File: config.mk
export PLATFORM = sky130hd
export DESIGN_NAME = gdc_top
export DESIGN_NICKNAME = d
export VERILOG_FILES = /design/src/gdc_pkg.sv /design/src/gdc_cfg_store.sv /design/src/gdc_field_decode.sv /design/src/gdc_top.sv
export SDC_FILE = /design/constraint.sdc
export NUM_CORES = 1
export LEC_CHECK = 0
export BUFFER_PORTS_ARGS = -buffer_cell sky130_fd_sc_hd__buf_2
export CAP_MARGIN = 0
export CORE_MARGIN = 2
export CORE_UTILIZATION = 50
export CTS_CLUSTER_SIZE = 10
export DETAILED_ROUTE_END_ITERATION = 6
export MAX_ROUTING_LAYER = met4
export PLACE_DENSITY = 0.85
export SYNTH_ARGS = -nofsm -noshare
export SYNTH_HDL_FRONTEND = slang
export SYNTH_SLANG_ARGS = --single-unit
export TNS_END_PERCENT = 100
File: constraint.sdc
create_clock -name CLOCK -period 5.4 [get_ports CLOCK]
set_input_delay 0.54 -clock CLOCK [delete_from_list [all_inputs] [get_ports CLOCK]]
set_output_delay 0.54 -clock CLOCK [all_outputs]
set_load 0.02 [all_outputs]
File: src/gdc_pkg.sv
package gdc_pkg;

  // ---------------------------------------------------------------
  // clock and timing
  // ---------------------------------------------------------------
  localparam int CLK_MHZ = 40;

  // least time in ns to whole clock cycles, rounded up, never below one
  function automatic int ns_to_cyc(input int ns);
    int c;
    c = (ns * CLK_MHZ + 999) / 1000;
    return (c < 1) ? 1 : c;
  endfunction : ns_to_cyc

  localparam int MINON_T2_NS = 500;
  localparam int MINON_T3_NS = 750;
  localparam int MINON_T4_NS = 1000;
  localparam int MINON_T5_NS = 1250;
  localparam int MINON_T6_NS = 1500;
  localparam int MINON_T7_NS = 2000;
  localparam logic [7:0] MINON_C2 = 8'(ns_to_cyc(MINON_T2_NS));
  localparam logic [7:0] MINON_C3 = 8'(ns_to_cyc(MINON_T3_NS));
  localparam logic [7:0] MINON_C4 = 8'(ns_to_cyc(MINON_T4_NS));
  localparam logic [7:0] MINON_C5 = 8'(ns_to_cyc(MINON_T5_NS));
  localparam logic [7:0] MINON_C6 = 8'(ns_to_cyc(MINON_T6_NS));
  localparam logic [7:0] MINON_C7 = 8'(ns_to_cyc(MINON_T7_NS));
  localparam logic [7:0] MINON_C0 = 8'h00;

  // ---------------------------------------------------------------
  // register map
  // ---------------------------------------------------------------
  localparam logic [7:0] CFG_INDEX = 8'hAE;
  localparam logic [7:0] STAT_INDEX = 8'hAF;
  localparam logic [11:0] CFG_ADDR = {2'h0, CFG_INDEX, 2'h0};
  localparam logic [11:0] STAT_ADDR = {2'h0, STAT_INDEX, 2'h0};
  localparam logic [31:0] CFG_RESET = 32'h00000000;
  localparam logic [31:0] CFG_WR_MASK = 32'h81FE0000;

  // ---------------------------------------------------------------
  // config field positions and codes
  // ---------------------------------------------------------------
  localparam int PARITY_BIT = 31;
  localparam int SEQ_OFF_BIT = 24;
  localparam int CL_BIT = 23;
  localparam int VSEL_LSB = 21;
  localparam int OFF_BIT = 20;
  localparam int MINON_LSB = 17;
  localparam logic [2:0] MINON_ZERO = 3'h0;
  localparam logic [2:0] MINON_AUTO = 3'h1;

  // ---------------------------------------------------------------
  // status field positions
  // ---------------------------------------------------------------
  localparam int ST_CYC_LSB = 0;
  localparam int ST_AUTO_BIT = 8;
  localparam int ST_RUN_BIT = 9;
  localparam int ST_VSEL_LSB = 10;
  localparam int ST_CL_BIT = 12;
  localparam int ST_SEQ_BIT = 13;

  // ---------------------------------------------------------------
  // bus answers
  // ---------------------------------------------------------------
  localparam logic [1:0] RESP_OKAY = 2'h0;
  localparam logic [1:0] RESP_SLVERR = 2'h2;

endpackage : gdc_pkg

File: src/gdc_cfg_store.sv
`timescale 1ns/1ps
`default_nettype none
module gdc_cfg_store (
  // clock and reset
  input wire logic clk,
  input wire logic rst,
  // write request
  input wire logic wr_en,
  input wire logic [31:0] wr_data,
  input wire logic [3:0] wr_strb,
  // stored word
  output logic [31:0] cfg_word
);

  // byte strobes widened to a bit mask
  function automatic logic [31:0] lane_mask(input logic [3:0] s);
    lane_mask = {{8{s[3]}}, {8{s[2]}}, {8{s[1]}}, {8{s[0]}}};
  endfunction : lane_mask

  logic [31:0] cfg_reg;
  logic [31:0] cfg_next;
  logic [31:0] keep;

  // merge enabled lanes, reserved bits keep their stored value
  always_comb begin
    keep = lane_mask(wr_strb) & gdc_pkg::CFG_WR_MASK;
    cfg_next = (cfg_reg & ~keep) | (wr_data & keep);
  end

  // storage, cleared by reset
  always_ff @(posedge clk or posedge rst) begin
    if (rst) begin
      cfg_reg <= gdc_pkg::CFG_RESET;
    end else if (wr_en) begin
      cfg_reg <= cfg_next;
    end
  end

  assign cfg_word = cfg_reg;

endmodule : gdc_cfg_store
`default_nettype wire

File: src/gdc_field_decode.sv
`timescale 1ns/1ps
`default_nettype none
module gdc_field_decode (
  // clock and reset
  input wire logic clk,
  input wire logic rst,
  // stored word
  input wire logic [31:0] cfg_word,
  // applied controls
  output logic seq_off,
  output logic cur_lim_sel,
  output logic [1:0] volt_sel,
  output logic reg_off,
  output logic min_on_auto,
  output logic [7:0] min_on_cycles
);

  // on-time code to cycle count; auto reads as zero cycles
  function automatic logic [7:0] code_cyc(input logic [2:0] c);
    case (c)
      3'h2: code_cyc = gdc_pkg::MINON_C2;
      3'h3: code_cyc = gdc_pkg::MINON_C3;
      3'h4: code_cyc = gdc_pkg::MINON_C4;
      3'h5: code_cyc = gdc_pkg::MINON_C5;
      3'h6: code_cyc = gdc_pkg::MINON_C6;
      3'h7: code_cyc = gdc_pkg::MINON_C7;
      default: code_cyc = gdc_pkg::MINON_C0;
    endcase
  endfunction : code_cyc

  logic [2:0] code;
  assign code = cfg_word[gdc_pkg::MINON_LSB +: 3];

  // regulator controls follow the word one cycle late
  always_ff @(posedge clk or posedge rst) begin
    if (rst) begin
      seq_off <= 1'b0;
      cur_lim_sel <= 1'b0;
      volt_sel <= 2'h0;
      reg_off <= 1'b0;
    end else begin
      seq_off <= cfg_word[gdc_pkg::SEQ_OFF_BIT];
      cur_lim_sel <= cfg_word[gdc_pkg::CL_BIT];
      volt_sel <= cfg_word[gdc_pkg::VSEL_LSB +: 2];
      reg_off <= cfg_word[gdc_pkg::OFF_BIT];
    end
  end

  // low-side minimum on-time
  always_ff @(posedge clk or posedge rst) begin
    if (rst) begin
      min_on_auto <= 1'b0;
      min_on_cycles <= 8'h00;
    end else begin
      min_on_auto <= (code == gdc_pkg::MINON_AUTO);
      min_on_cycles <= code_cyc(code);
    end
  end

endmodule : gdc_field_decode
`default_nettype wire

File: src/gdc_top.sv
// Local design decision: the AXI4-Lite slave port.
`timescale 1ns/1ps
`default_nettype none
module gdc_top (
  // clock and reset
  input wire logic CLOCK,
  input wire logic RST,
  // write address channel
  input wire logic S_AXI_AWVALID,
  output logic S_AXI_AWREADY,
  input wire logic [11:0] S_AXI_AWADDR,
  input wire logic [2:0] S_AXI_AWPROT,
  // write data channel
  input wire logic S_AXI_WVALID,
  output logic S_AXI_WREADY,
  input wire logic [31:0] S_AXI_WDATA,
  input wire logic [3:0] S_AXI_WSTRB,
  // write response channel
  output logic S_AXI_BVALID,
  input wire logic S_AXI_BREADY,
  output logic [1:0] S_AXI_BRESP,
  // read address channel
  input wire logic S_AXI_ARVALID,
  output logic S_AXI_ARREADY,
  input wire logic [11:0] S_AXI_ARADDR,
  input wire logic [2:0] S_AXI_ARPROT,
  // read data channel
  output logic S_AXI_RVALID,
  input wire logic S_AXI_RREADY,
  output logic [31:0] S_AXI_RDATA,
  output logic [1:0] S_AXI_RRESP,
  // regulator controls
  output logic REGULATOR_SEQUENCING_OFF,
  output logic REGULATOR_CURRENT_LIMIT_SEL,
  output logic [1:0] REGULATOR_VOLTAGE_SEL,
  output logic REGULATOR_OFF,
  // low-side minimum on-time
  output logic MIN_ON_AUTO,
  output logic [7:0] MIN_ON_CYCLES
);

  // ---------------------------------------------------------------
  // write channel capture
  // ---------------------------------------------------------------
  logic aw_held_reg;
  logic w_held_reg;
  logic [11:0] aw_addr_reg;
  logic [31:0] w_data_reg;
  logic [3:0] w_strb_reg;
  logic b_valid_reg;
  logic [1:0] b_resp_reg;
  logic aw_fire;
  logic w_fire;
  logic wr_go;
  logic wr_hit_cfg;
  logic wr_hit_stat;

  // each channel taken once, held until the response has gone
  assign S_AXI_AWREADY = !aw_held_reg && !b_valid_reg;
  assign S_AXI_WREADY = !w_held_reg && !b_valid_reg;
  assign aw_fire = S_AXI_AWVALID && S_AXI_AWREADY;
  assign w_fire = S_AXI_WVALID && S_AXI_WREADY;
  assign wr_go = aw_held_reg && w_held_reg && !b_valid_reg;
  assign wr_hit_cfg = (aw_addr_reg[11:2] == gdc_pkg::CFG_ADDR[11:2]);
  assign wr_hit_stat = (aw_addr_reg[11:2] == gdc_pkg::STAT_ADDR[11:2]);

  // address hold
  always_ff @(posedge CLOCK or posedge RST) begin
    if (RST) begin
      aw_held_reg <= 1'b0;
      aw_addr_reg <= 12'h000;
    end else if (aw_fire) begin
      aw_held_reg <= 1'b1;
      aw_addr_reg <= S_AXI_AWADDR;
    end else if (wr_go) begin
      aw_held_reg <= 1'b0;
    end
  end

  // data hold
  always_ff @(posedge CLOCK or posedge RST) begin
    if (RST) begin
      w_held_reg <= 1'b0;
      w_data_reg <= 32'h00000000;
      w_strb_reg <= 4'h0;
    end else if (w_fire) begin
      w_held_reg <= 1'b1;
      w_data_reg <= S_AXI_WDATA;
      w_strb_reg <= S_AXI_WSTRB;
    end else if (wr_go) begin
      w_held_reg <= 1'b0;
    end
  end

  // write response; status index is read-only
  always_ff @(posedge CLOCK or posedge RST) begin
    if (RST) begin
      b_valid_reg <= 1'b0;
      b_resp_reg <= gdc_pkg::RESP_OKAY;
    end else if (wr_go) begin
      b_valid_reg <= 1'b1;
      b_resp_reg <= wr_hit_cfg ? gdc_pkg::RESP_OKAY
                               : gdc_pkg::RESP_SLVERR;
    end else if (S_AXI_BREADY) begin
      b_valid_reg <= 1'b0;
    end
  end

  assign S_AXI_BVALID = b_valid_reg;
  assign S_AXI_BRESP = b_resp_reg;

  // ---------------------------------------------------------------
  // config word and applied fields
  // ---------------------------------------------------------------
  logic [31:0] cfg_word;
  logic wr_cfg;

  assign wr_cfg = wr_go && wr_hit_cfg;

  gdc_cfg_store u_store (
    .clk(CLOCK),
    .rst(RST),
    .wr_en(wr_cfg),
    .wr_data(w_data_reg),
    .wr_strb(w_strb_reg),
    .cfg_word(cfg_word)
  );

  gdc_field_decode u_decode (
    .clk(CLOCK),
    .rst(RST),
    .cfg_word(cfg_word),
    .seq_off(REGULATOR_SEQUENCING_OFF),
    .cur_lim_sel(REGULATOR_CURRENT_LIMIT_SEL),
    .volt_sel(REGULATOR_VOLTAGE_SEL),
    .reg_off(REGULATOR_OFF),
    .min_on_auto(MIN_ON_AUTO),
    .min_on_cycles(MIN_ON_CYCLES)
  );

  // ---------------------------------------------------------------
  // read channel
  // ---------------------------------------------------------------
  logic r_valid_reg;
  logic [31:0] r_data_reg;
  logic [1:0] r_resp_reg;
  logic ar_fire;
  logic [31:0] stat_word;

  assign S_AXI_ARREADY = !r_valid_reg;
  assign ar_fire = S_AXI_ARVALID && S_AXI_ARREADY;

  // status word shows the controls actually applied
  always_comb begin
    stat_word = 32'h00000000;
    stat_word[gdc_pkg::ST_CYC_LSB +: 8] = MIN_ON_CYCLES;
    stat_word[gdc_pkg::ST_AUTO_BIT] = MIN_ON_AUTO;
    stat_word[gdc_pkg::ST_RUN_BIT] = !REGULATOR_OFF;
    stat_word[gdc_pkg::ST_VSEL_LSB +: 2] = REGULATOR_VOLTAGE_SEL;
    stat_word[gdc_pkg::ST_CL_BIT] = REGULATOR_CURRENT_LIMIT_SEL;
    stat_word[gdc_pkg::ST_SEQ_BIT] = REGULATOR_SEQUENCING_OFF;
  end

  // read data, one cycle after the address is taken
  always_ff @(posedge CLOCK or posedge RST) begin
    if (RST) begin
      r_valid_reg <= 1'b0;
      r_data_reg <= 32'h00000000;
      r_resp_reg <= gdc_pkg::RESP_OKAY;
    end else if (ar_fire) begin
      r_valid_reg <= 1'b1;
      if (S_AXI_ARADDR[11:2] == gdc_pkg::CFG_ADDR[11:2]) begin
        r_data_reg <= cfg_word & gdc_pkg::CFG_WR_MASK;
        r_resp_reg <= gdc_pkg::RESP_OKAY;
      end else if (S_AXI_ARADDR[11:2] == gdc_pkg::STAT_ADDR[11:2]) begin
        r_data_reg <= stat_word;
        r_resp_reg <= gdc_pkg::RESP_OKAY;
      end else begin
        r_data_reg <= 32'h00000000;
        r_resp_reg <= gdc_pkg::RESP_SLVERR;
      end
    end else if (S_AXI_RREADY) begin
      r_valid_reg <= 1'b0;
    end
  end

  assign S_AXI_RVALID = r_valid_reg;
  assign S_AXI_RDATA = r_data_reg;
  assign S_AXI_RRESP = r_resp_reg;

  // helper: set by the first write of any strobes to the config word
  logic seen_wr_reg;
  always_ff @(posedge CLOCK or posedge RST) begin
    if (RST) begin
      seen_wr_reg <= 1'b0;
    end else if (wr_cfg) begin
      seen_wr_reg <= 1'b1;
    end
  end
endmodule : gdc_top
`default_nettype wire

# --- Word level (Yosys, flattened, before mapping) ---
# Index checks and enable logic that the tools add are counted.
word_totals:
  reg_bits: 133
  input_bits: 73
  out_inout_bits: 55
  word_cells: 61
classes:
  n_eq_ne: 10
  muxes: 13
  bitwise_logic: 4
  reduce_logical: 17
op_table:
  columns: ["cell", "count"]
  rows:
  - ["32-bit bitwise AND", 2]
  - ["7-bit one-hot mux with 6 select lines", 1]
  - ["32-bit 2-to-1 mux", 1]
  - ["32-bit inverter", 1]
  - ["32-bit bitwise OR", 1]
  - ["10-bit by 8-bit == test with 1-bit output (second input constant)", 3]
  - ["14-bit 2-to-1 mux", 1]
  - ["3-bit == test (second input constant)", 4]
  - ["1-bit logical AND", 8]
  - ["2-bit nonzero test", 4]
  - ["1-bit 2-to-1 mux", 7]
  - ["3-bit by 2-bit == test with 1-bit output (second input constant)", 2]
  - ["2-bit 2-to-1 mux", 3]
  - ["1-bit zero test", 5]
  - ["3-bit by 1-bit == test with 1-bit output (second input constant)", 1]

# --- Depth between registers and ports, before layout ---
# Gate-level depths: netlist (run 1).
logic_depth:
  depth_word: 4
  mapped_depth: 4
  mapped_depth_nobuf: 3

# --- Hierarchy ---
# Synthesis (run 1) repeated with hierarchy kept, for this count alone.
unflattened:
  cells_unflattened: 315
  area_unflattened_um2: 4237.8
modules_own_cells:
  columns: ["mod", "n_inst", "cells_each", "area_each_um2", "seq_area_each_um2"]
  rows:
  - ["gdc_top", 1, 244, 3321.9, 1876.8]
  - ["gdc_cfg_store", 1, 45, 516.7, 225.2]
  - ["gdc_field_decode", 1, 26, 399.1, 300.3]

# --- Worst setup path before layout (run 1) ---
# Ideal clock, no wire load.
synth_path:
  kind: "register to register"
  startpoint: "reg b_valid_reg, in the netlist S_AXI_BVALID"
  endpoint: "reg w_data_reg[17]"
  setup_time_ps: 125
  t_arrival_ps: 1546
  t_required_ps: 5275
  slack_ps: 3729
  path_stages_with_launch: 5
  path_buffers: 1
  synth_period_minus_slack_ps: 1671
  cell_sequence: "dfrtp_1 nor2_1 and2_1 buf_4 mux2_2"
synth_via:
  elab_chain_cells: 3
synth_rtl:
  columns: ["element", "line", "source"]
  rows:
  - ["from (decl)", "gdc_top.sv:50", "logic b_valid_reg;"]
  - ["from (signal assigned)", "gdc_top.sv:98", "b_valid_reg <= 1'b0;"]
  - ["from (signal assigned)", "gdc_top.sv:101", "b_valid_reg <= 1'b1;"]
  - ["from (signal assigned)", "gdc_top.sv:105", "b_valid_reg <= 1'b0;"]
  - ["1-bit zero test", "gdc_top.sv:60", "assign S_AXI_WREADY = !w_held_reg && !b_valid_reg;"]
  - ["1-bit logical AND", "gdc_top.sv:60", null]
  - ["named net S_AXI_WREADY", "gdc_top.sv:15", "output logic S_AXI_WREADY,"]
  - ["1-bit logical AND", "gdc_top.sv:62", "assign w_fire = S_AXI_WVALID && S_AXI_WREADY;"]
  - ["to (signal assigned)", "gdc_top.sv:84", "w_data_reg <= 32'h00000000;"]
  - ["to (signal assigned)", "gdc_top.sv:88", "w_data_reg <= S_AXI_WDATA;"]
  - ["to (decl)", "gdc_top.sv:48", "logic [31:0] w_data_reg;"]
# The timed path passes the listed nets, and every way through them passes these cells.
# A chain may end at the register's enable or synchronous reset.

# --- Final worst setup path (run 1) ---
layout_path:
  startpoint: "reg b_valid_reg, in the netlist S_AXI_BVALID"
  endpoint: "out S_AXI_WREADY"
layout_via:
  elab_chain_cells: 2
layout_rtl:
  columns: ["element", "line"]
  rows:
  - ["1-bit zero test", "gdc_top.sv:60"]
  - ["1-bit logical AND", "gdc_top.sv:60"]
  - ["to (decl)", "gdc_top.sv:15"]
# Every way passes these cells.

==> results of run 1 <==
power breakdown:
group | switching, W | total, W | leakage [nW] | internal [W]
Combinational | 0.000124 | 0.000258 | 0.770 | 0.000134
Clock | 0.000192 | 0.000464 | 0.112 | 0.000272
Sequential | 0.0000581 | 0.000672 | 0.900 | 0.000614
Total | 0.000374 | 0.00139 | 1.78 | 0.00102
layout by cell type (no fill, tap or decap), drive strengths merged, types with 2 or more instances in the layout:
cell type / instances
and4bb: 2
a32o: 12
a22o: 9
nand2: 2
bufinv: 2
dfrtp: 69
conb: 15
and3b: 3
a21o: 2
mux2: 30
inv: 5
o21ai: 2
a21oi: 3
clkinv: 3
nand4: 2
nor3b: 2
nand4bb: 2
buf: 79
clkbuf: 10
and2: 3
nor2: 4
stage by stage:
stage,hold WS [ps],utilization [%],power (W),cells,setup WS (ps)
after global placement,383,57.9,0.000926,327,3600
after CTS,360,62.1,0.00141,343,3780
after floorplan,370,-,0.000881,200,3120
after detailed placement,383,57.9,0.000944,327,3590
final,377,62.1,0.00139,343,3790
after global routing,371,62.1,0.00147,343,3710
area by class of cell:
class / instances / share of cell area, %
multi-input combinational: 102 / 27.1
sequential: 69 / 51.1
clock buffer: 10 / 4.08
tap: 72 / 2.67
inverter: 5 / 0.556
clock inverter: 6 / 2.56
timing repair buffer: 79 / 11.9
path summary, 6_finish.rpt:
| kind | end | cells after the start | start |
|---|---|---|---|
| worst min-delay path | S_AXI_BVALID | 2 | S_AXI_BREADY |
| worst min register to register | u_decode.cur_lim_sel | 0 | flop |
| worst max-delay path | S_AXI_WREADY | 2 | S_AXI_BVALID |
| min in group asynchronous | S_AXI_RVALID | 3 | RST |
| worst max register to register | w_data_reg[31] | 3 | S_AXI_BVALID |
| max in group asynchronous | S_AXI_BRESP[1] | 3 | RST |
critical path, cell delays in order, from the launching register on:
cell and delay, ps:
dfrtp_1 430, nor2_1 130, buf_2 180
layer usage:
metal,GRT usage [%],vias to the layer above,share of wire [%]
met3,5.52,7,7.5
met5,-,-,0
met4,7.89,0,1.3
met2,28.1,83,49
met1,21.2,874,42
li1,-,804,-
kinds of logic (layout without fill, tap and decap cells):
group           count (synthesis)  count (layout)  synth area share (%)
simple gates                   26              26                  9.28
flops                          69              69                  62.4
compound gates                 29              29                  8.91
xor+xnor                        1               1                 0.317
other cells                     1              15                 0.136
mux                            31              31                  12.6
buf+inv                        29             100                  6.33
==> impl_metrics.csv, run 1 <==
group,metric,value,unit
synth,synthFlopType,"dfrtp_1",
floorplan,pin_count,128,
critical_path,cp_max_fo,6,
floorplan,fp.dieW,78.4,um
pwr,ir_worst_vdd,0.000236,V
cts,clock_path_buffers,2,
drt,wl,4950,um
timing,rsz0062_at_grt,"false",
cells_and_area,diodes,0,
cts,ctsResizeCount,0,
cts,numCtsBuffers,9,
cts,cts-htree-levels,3,
cts,cts_tree,"done",
drt,drc,0,
synth,synth-edff-count,0,
cells_and_area,finish.net_count,339,
placed_design,gp_congestion,0.679,
synth,synth.top_cells.by_count,"dfrtp_1, mux2_2, buf_4",
placed_design,place_hpwl,3460,um
floorplan,die-area,6140,sq um
critical_path,reg2reg_setup_slack,3820,ps
synth,ys_ff_latch,69,
drt,dr.pass1.iters,4,
synth,ys_seq_area_share,62.4,%
cells_and_area,seq_area,1730,sq um
cts,cts_num_sinks,69,
timing,final.period_utilization,29.8,%
synth,postSynthCellCount,186,
drt,ant_nets,0,
critical_path,cp-end-kind,"primary output",
cts,clock_latency,340,ps
cts,post_cts_buffers,0,
drt,initialDrtViolationCount,85,
global_routing,grt_overflow,0,
timing,max_freq,0.622,GHz
drt,post_drt_via_cell_ratio,5.15,
critical_path,worstSetupPathType,"flop to primary output",
global_routing,grt_pass1_vias,1713,
synth,syn_avg_cell_area,14.9,sq um
synth,yosys-top-cells-area,"dfrtp_1, mux2_2, buf_4, a32o_1, a22o_1",
critical_path,start_kind,"flop",
global_routing,grtUsageTotal,17.8,%
global_routing,antenna_found_initial,0,
critical_path,critPathRequiredTime,4860,ps
floorplan,rows,27,
timing,setup_violations,0,
synth,ys_types,30,
floorplan,die_h,78.4,um
cts,hold_buffers,0,
timing,setup-tns-final,0,ps
cells_and_area,syn_to_final_growth,22.1,%
floorplan,start_util,50.8,%
job,cap_violations,0,
cells_and_area,finalInstanceArea,3380,sq um
timing,max_slew_margin,44.0,%
min_path,min_path_type,"input port to flop",
pwr,p_leak,1.78,nW
timing,hold_viol,0,
cts,root_buffer,"clkbuf_8",
synth,synth_area_leader_cell,"dfrtp_1",
timing,period_needed,1610,ps
global_routing,grt_pass1_wl,8030,um
synth,async_reset_ff_share,100,%
cells_and_area,drive_gt1_share,49.1,%
placed_design,postPlaceCellArea,3150,sq um
status,status,"completed",
synth,synth_area,2770,sq um
drt,routed-via-count,1768,
global_routing,grt_start_max_net_pins,70,
cells_and_area,multiInputGateArea,916,sq um
synth,synth_top_area_share,62.4,%
drt,routedWlPerCell,14.4,um
cells_and_area,nFillCells,439,
timing,finalMaxSlewViolations,0,
critical_path,arrival,1070,ps
cts,clk_pin_slew,70,ps
timing,tightest_slew,840,ps
synth,ys_warn_count,0,
timing,fin_worst_skew,8.94,ps
placed_design,port_buffers,77,
floorplan,core_area,5440,sq um
synth,yosysMostFrequentCell,"dfrtp_1",
pwr,powerDensity,413,nW/um^2
Power figures use the tool's default switching activity.
==> inputs of run 2 (changes only) <==
--- a/config.mk
+++ b/config.mk
@@ -8,11 +8,11 @@
 export BUFFER_PORTS_ARGS = -buffer_cell sky130_fd_sc_hd__buf_2
 export CAP_MARGIN = 0
 export CORE_MARGIN = 2
-export CORE_UTILIZATION = 50
+export CORE_UTILIZATION = 46
 export CTS_CLUSTER_SIZE = 10
 export DETAILED_ROUTE_END_ITERATION = 6
 export MAX_ROUTING_LAYER = met4
-export PLACE_DENSITY = 0.85
+export PLACE_DENSITY = 0.79
 export SYNTH_ARGS = -nofsm -noshare
 export SYNTH_HDL_FRONTEND = slang
 export SYNTH_SLANG_ARGS = --single-unit
==> constraint.sdc (replaced) <==
create_clock -name CLOCK -period 1.51 [get_ports CLOCK]
set_input_delay 0.151 -clock CLOCK [delete_from_list [all_inputs] [get_ports CLOCK]]
set_output_delay 0.151 -clock CLOCK [all_outputs]
set_load 0.02 [all_outputs]
==> run 2 against run 1 <==
Non-clock buffer count grew 9. Largest cell class unchanged. Routed wire length is 1.4% higher. Clock skew shrank 1.5 ps. Combinational power rose to 3.9 times the previous value. Clock power grew to 2.8 times the previous value. Via count grew 3.1%. Sequential share of layout area down 1.4 points. Die area up 8.2%. Critical path depth increased by 1. Critical path type is now flop to flop. Setup slack got worse by 3700 ps. First-iteration DRC count rose by 7.1%.
==> impl_metrics.csv, run 2 (synthesized netlist as in run 1, its figures left out) <==
group,metric,value,unit
critical_path,reg2reg_setup_slack,80,ps
drt,dr.pass1.iters,4,
placed_design,port_buffers,77,
critical_path,worst-r2r-cell-count,3,
pwr,power,0.00475,W
pwr,seqPwrFrac,51.0,%
critical_path,crit_family,"simple AND/OR/NAND/NOR gates",
timing,setup_violations,0,
floorplan,fp.dieW,81.5,um
critical_path,cp_max_fo,7,
timing,final.period_utilization,94.4,%
placed_design,placed_cells,336,
drt,wl,5020,um
pwr,ir_worst_vdd,0.00114,V
critical_path,arrival,1650,ps
pwr,p_comb_share,21.1,%
global_routing,grt_overflow,0,
cts,cts_tree,"done",
critical_path,worstSetupPathType,"flop to flop",
critical_path,crit_cells,3,
cts,root_buffer,"clkbuf_8",
timing,fin_worst_skew,7.48,ps
pwr,swShare,27.8,%
cells_and_area,syn_to_final_growth,25.5,%
timing,finalMaxSlewViolations,0,
timing,rsz0062_at_grt,"false",
floorplan,rows,28,
cts,clock_path_buffers,2,
global_routing,antenna_found_initial,0,
drt,ant_nets,0,
pwr,p_int,0.00342,W
cts,clock_latency,340,ps
critical_path,critPathRequiredTime,1730,ps
cts,numCtsBuffers,9,
cells_and_area,drive_gt1_share,49.6,%
cells_and_area,diodes,0,
global_routing,grt_start_max_net_pins,28,
critical_path,slowest_stage,"dfrtp_1",
global_routing,grt_pass1_vias,1741,
status,status,"completed",
drt,initialDrtViolationCount,91,
critical_path,start_kind,"flop",
cts,cts_num_sinks,69,
critical_path,r2r-start,"S_AXI_BVALID",
min_path,min_path_type,"input port to flop",
cts,clk_pin_slew,70,ps
pwr,p_clk_share,27.9,%
global_routing,grtUsageTotal,17.1,%
floorplan,die-area,6650,sq um
floorplan,start_util,47.3,%
min_path,holdCritStartpoint,"S_AXI_AWADDR[6]",
critical_path,critPathMaxStageDelay,460,ps
timing,setup-tns-final,0,ps
drt,routedWlPerCell,14.1,um
job,cap_violations,0,
cells_and_area,final_cells,355,
pwr,powerDensity,1370,nW/um^2
timing,hold_viol,0,
pwr,p_leak,1.82,nW
min_path,holdPathStages,2,
floorplan,die_h,81.5,um
cells_and_area,finish.net_count,348,
pwr,p_switching,0.00132,W
timing,max_freq,0.701,GHz
critical_path,cp-end-kind,"flop",
floorplan,core_area,5850,sq um
drt,post_drt_via_cell_ratio,5.13,
drt,drc,0,
cells_and_area,final_core_util,59.3,%
timing,period_needed,1430,ps
placed_design,gp_congestion,0.710,
cells_and_area,finalInstanceArea,3470,sq um
global_routing,grt_pass1_wl,8110,um
min_path,holdPathEnd,"aw_addr_reg[6]",
critical_path,crit_chain,"and3b_1 > nand4_4 > mux2_2",
drt,routed-via-count,1822,
floorplan,pin_count,128,
placed_design,place_hpwl,3710,um
cells_and_area,layout_common_cells,"buf_2, dfrtp_1, mux2_2",
cells_and_area,final_common_cell,"buf_2",
critical_path,crit_buf_inv,0,
placed_design,postPlaceCellArea,3260,sq um
cts,cts-htree-levels,3,
[run 2: changes by cell type in the layout (fill, tap and decap cells not counted), moves of 2 or more]
cell / change
dlygate4sd3_1: +3
buf_12: +4
buf_4: +2
bufinv_16: -2
[run 2: per-stage QoR]
| stage | setup slack (ps) | hold slack, ps |
|---|---|---|
| floorplan | 13.1 | 247 |
| global placement | 125 | 196 |
| detailed placement | 62.8 | 197 |
| CTS | 50.1 | 20.8 |
| global route | 29.2 | 25.9 |
| finish | 84.1 | 36.7 |
[run 2: layout make-up]
class	count	area (sq um)
inverters	5	22.5
clock buffers	12	155
flip-flops and latches	69	1730
fillers	481	2380
repair buffers	88	526
multi-input cells	102	923
well taps	75	93.8
clock inverters	4	22.5
[run 2: how the worst max path moves through the flow]
stage                       from             end
floorplan           S_AXI_BVALID  w_data_reg[17]
global placement    S_AXI_BVALID            flop
detailed placement  S_AXI_BVALID            flop
CTS                 S_AXI_BVALID            flop
global route        S_AXI_BVALID            flop
finish              S_AXI_BVALID            flop
[run 2: timing repair]
action                    CTS  global route
resized for setup           0             0
hold endpoints to repair   20             0
hold buffers                3             0
setup buffers               0             0
[run 2: routing by layer]
layer / GRT usage [%] / part of all wire [%] / up-vias
li1: - / - / 832
met2: 27.1 / 48 / 82
met3: 7.58 / 9.1 / 9
met4: 5.59 / 1.1 / 0
met1: 19.3 / 41 / 899
met5: - / 0 / -
[run 2: power by group through the flow]
| stage | clock network [W] | logic, W | registers, W |
|---|---|---|---|
| floorplan | 0 | 0.000764 | 0.00241 |
| global placement | 0 | 0.000978 | 0.00244 |
| detailed placement | 0 | 0.00101 | 0.00246 |
| CTS | 0.00137 | 0.00102 | 0.00242 |
| global route | 0.00145 | 0.00111 | 0.00247 |
| finish | 0.00132 | 0.00100 | 0.00242 |
==> inputs of run 3 (changes only) <==
--- a/config.mk
+++ b/config.mk
@@ -7,12 +7,14 @@
 export LEC_CHECK = 0
 export BUFFER_PORTS_ARGS = -buffer_cell sky130_fd_sc_hd__buf_2
 export CAP_MARGIN = 0
+export CELL_PAD_IN_SITES_DETAIL_PLACEMENT = 1
+export CELL_PAD_IN_SITES_GLOBAL_PLACEMENT = 2
 export CORE_MARGIN = 2
-export CORE_UTILIZATION = 46
+export CORE_UTILIZATION = 29
 export CTS_CLUSTER_SIZE = 10
 export DETAILED_ROUTE_END_ITERATION = 6
 export MAX_ROUTING_LAYER = met4
-export PLACE_DENSITY = 0.79
+export PLACE_DENSITY_LB_ADDON = 0.1
 export SYNTH_ARGS = -nofsm -noshare
 export SYNTH_HDL_FRONTEND = slang
 export SYNTH_SLANG_ARGS = --single-unit
==> run 3 against run 2 <==
Maximum frequency up 1.5%. First-iteration DRC count shrank 49%. Clock skew is 0.51 ps lower. Sequential power is essentially flat. Setup slack improved by 20 ps. Design area rose by 5.4%. Register-to-register slack improved by 20 ps. Critical path depth is the same. Sequential cell count is the same. Routed wire length up 16%. Via count down 3.2%. Critical path type unchanged. Largest cell class unchanged.
==> impl_metrics.csv, run 3 (synthesized netlist as in run 1, its figures left out) <==
group,metric,value,unit
cts,hold_buffers,3,
cells_and_area,final_common_cell,"buf_2",
global_routing,grt_start_max_net_pins,24,
floorplan,die-area,10300,sq um
drt,drc,0,
cells_and_area,syn_to_final_growth,32.3,%
critical_path,arrival,1630,ps
critical_path,worst-r2r-cell-count,3,
timing,rsz0062_at_grt,"false",
status,status,"completed",
critical_path,cp_max_fo,4,
cells_and_area,final_cells,412,
timing,hold_viol,0,
pwr,powerDensity,1490,nW/um^2
global_routing,antenna_found_initial,1,
cts,cts_num_sinks,69,
min_path,min_path_type,"input port to flop",
pwr,swShare,26.0,%
placed_design,gp_congestion,0.688,
global_routing,grtUsageTotal,12.2,%
critical_path,r2r-start,"S_AXI_BVALID",
floorplan,fp.dieW,102,um
timing,whs,41.4,ps
timing,fin_worst_skew,6.97,ps
timing,setup-tns-final,0,ps
placed_design,place_hpwl,4250,um
timing,tightest_slew,531,ps
drt,wl,5810,um
drt,post_drt_via_cell_ratio,4.28,
timing,max_slew_margin,64.5,%
cells_and_area,drive_gt1_share,50.4,%
pwr,p_clk_share,36.7,%
timing,period_needed,1410,ps
critical_path,start_kind,"flop",
timing,finalMaxSlewViolations,0,
cts,post_cts_buffers,0,
cts,ctsResizeCount,0,
pwr,p_switching,0.00142,W
cts,root_buffer,"clkbuf_8",
cts,cts_tree,"done",
pwr,p_int,0.00405,W
floorplan,core_area,9240,sq um
timing,final.period_utilization,93.1,%
floorplan,start_util,29.9,%
cells_and_area,final_core_util,39.6,%
floorplan,pin_count,128,
cts,numCtsBuffers,9,
pwr,seqPwrFrac,44.1,%
drt,initialDrtViolationCount,46,
placed_design,placed_cells,392,
job,cap_violations,0,
cells_and_area,finish.net_count,350,
pwr,p_leak,1.87,nW
critical_path,critPathRequiredTime,1740,ps
critical_path,crit_chain,"and3b_1 > nand4_1 > mux2_2",
cts,clock_latency,340,ps
cts,clock_path_buffers,2,
drt,ant_nets,0,
placed_design,port_buffers,77,
critical_path,worstSetupPathType,"flop to flop",
drt,routedWlPerCell,14.1,um
critical_path,critical_path.startpoint,"S_AXI_BVALID",
cells_and_area,layout_common_cells,"buf_2, dfrtp_1, mux2_2",
critical_path,critPathMaxStageDelay,440,ps
timing,max_freq,0.712,GHz
floorplan,die_h,102,um
drt,routed-via-count,1764,
critical_path,reg2reg_setup_slack,100,ps
critical_path,slowest_stage,"dfrtp_1",
global_routing,grt_overflow,0,
global_routing,grt_pass1_vias,1771,
timing,setup_violations,0,
cts,clk_pin_slew,80,ps
drt,dr.pass1.iters,4,
critical_path,cp-end-kind,"flop",
cts,cts-htree-levels,3,
pwr,p_comb_share,19.2,%
global_routing,grt_pass1_wl,9230,um
pwr,ir_worst_vdd,0.000800,V
floorplan,rows,35,
[run 3: per-layer routing]
metal	vias to the layer above	global-route usage (%)	wire, um
met2	68	17.8	2730
met5	-	-	0
li1	833	-	-
met4	0	5.30	50
met1	858	15.8	2600
met3	5	3.59	426
[run 3: cell type report]
type / instances / area [sq um]
multi-input cells: 102 / 923
fillers: 990 / 5580
diodes: 1 / 2.50
well taps: 129 / 161
repair buffers: 90 / 553
inverters: 5 / 22.5
flip-flops and latches: 69 / 1730
clock inverters: 7 / 145
clock buffers: 9 / 124
[run 3: how the worst min path moves through the flow]
| stage | start | to | slack [ps] | cells past startpoint |
|---|---|---|---|---|
| finish | S_AXI_WDATA[21] | w_data_reg[21] | 40 | 2 |
| global route | S_AXI_AWADDR[3] | aw_addr_reg[3] | 20 | 2 |
| CTS | S_AXI_AWADDR[5] | aw_addr_reg[5] | 20 | 2 |
| detailed placement | RST | u_decode.seq_off | 230 | 2 |
| global placement | RST | u_decode.seq_off | 230 | 2 |
| floorplan | S_AXI_BREADY | S_AXI_BVALID | 250 | 1 |
[run 3: power by group through the flow]
stage               Combinational [W]  Sequential [W]  Clock [W]
floorplan                    0.000764         0.00241          0
global placement              0.00104         0.00245          0
detailed placement            0.00106         0.00246          0
CTS                           0.00107         0.00242    0.00208
global route                  0.00115         0.00247    0.00217
finish                        0.00105         0.00241    0.00201
[run 3: worst max-delay path, delay by kind of cell, from the launching register on]
kind / cells / cell delay (ps)
AND/OR/NAND/NOR: 2 / 530
multiplexers: 1 / 320
flip-flops: 1 / 440
[run 3: per-stage QoR]
step	worst slack (ps)	cell area, sq um	power, W
floorplan	13.1	2830	0.00317
global placement	85.6	3360	0.00349
detailed placement	81.2	3360	0.00352
CTS	56.4	3660	0.00557
global route	23.5	3660	0.00579
finish	105	3660	0.00547
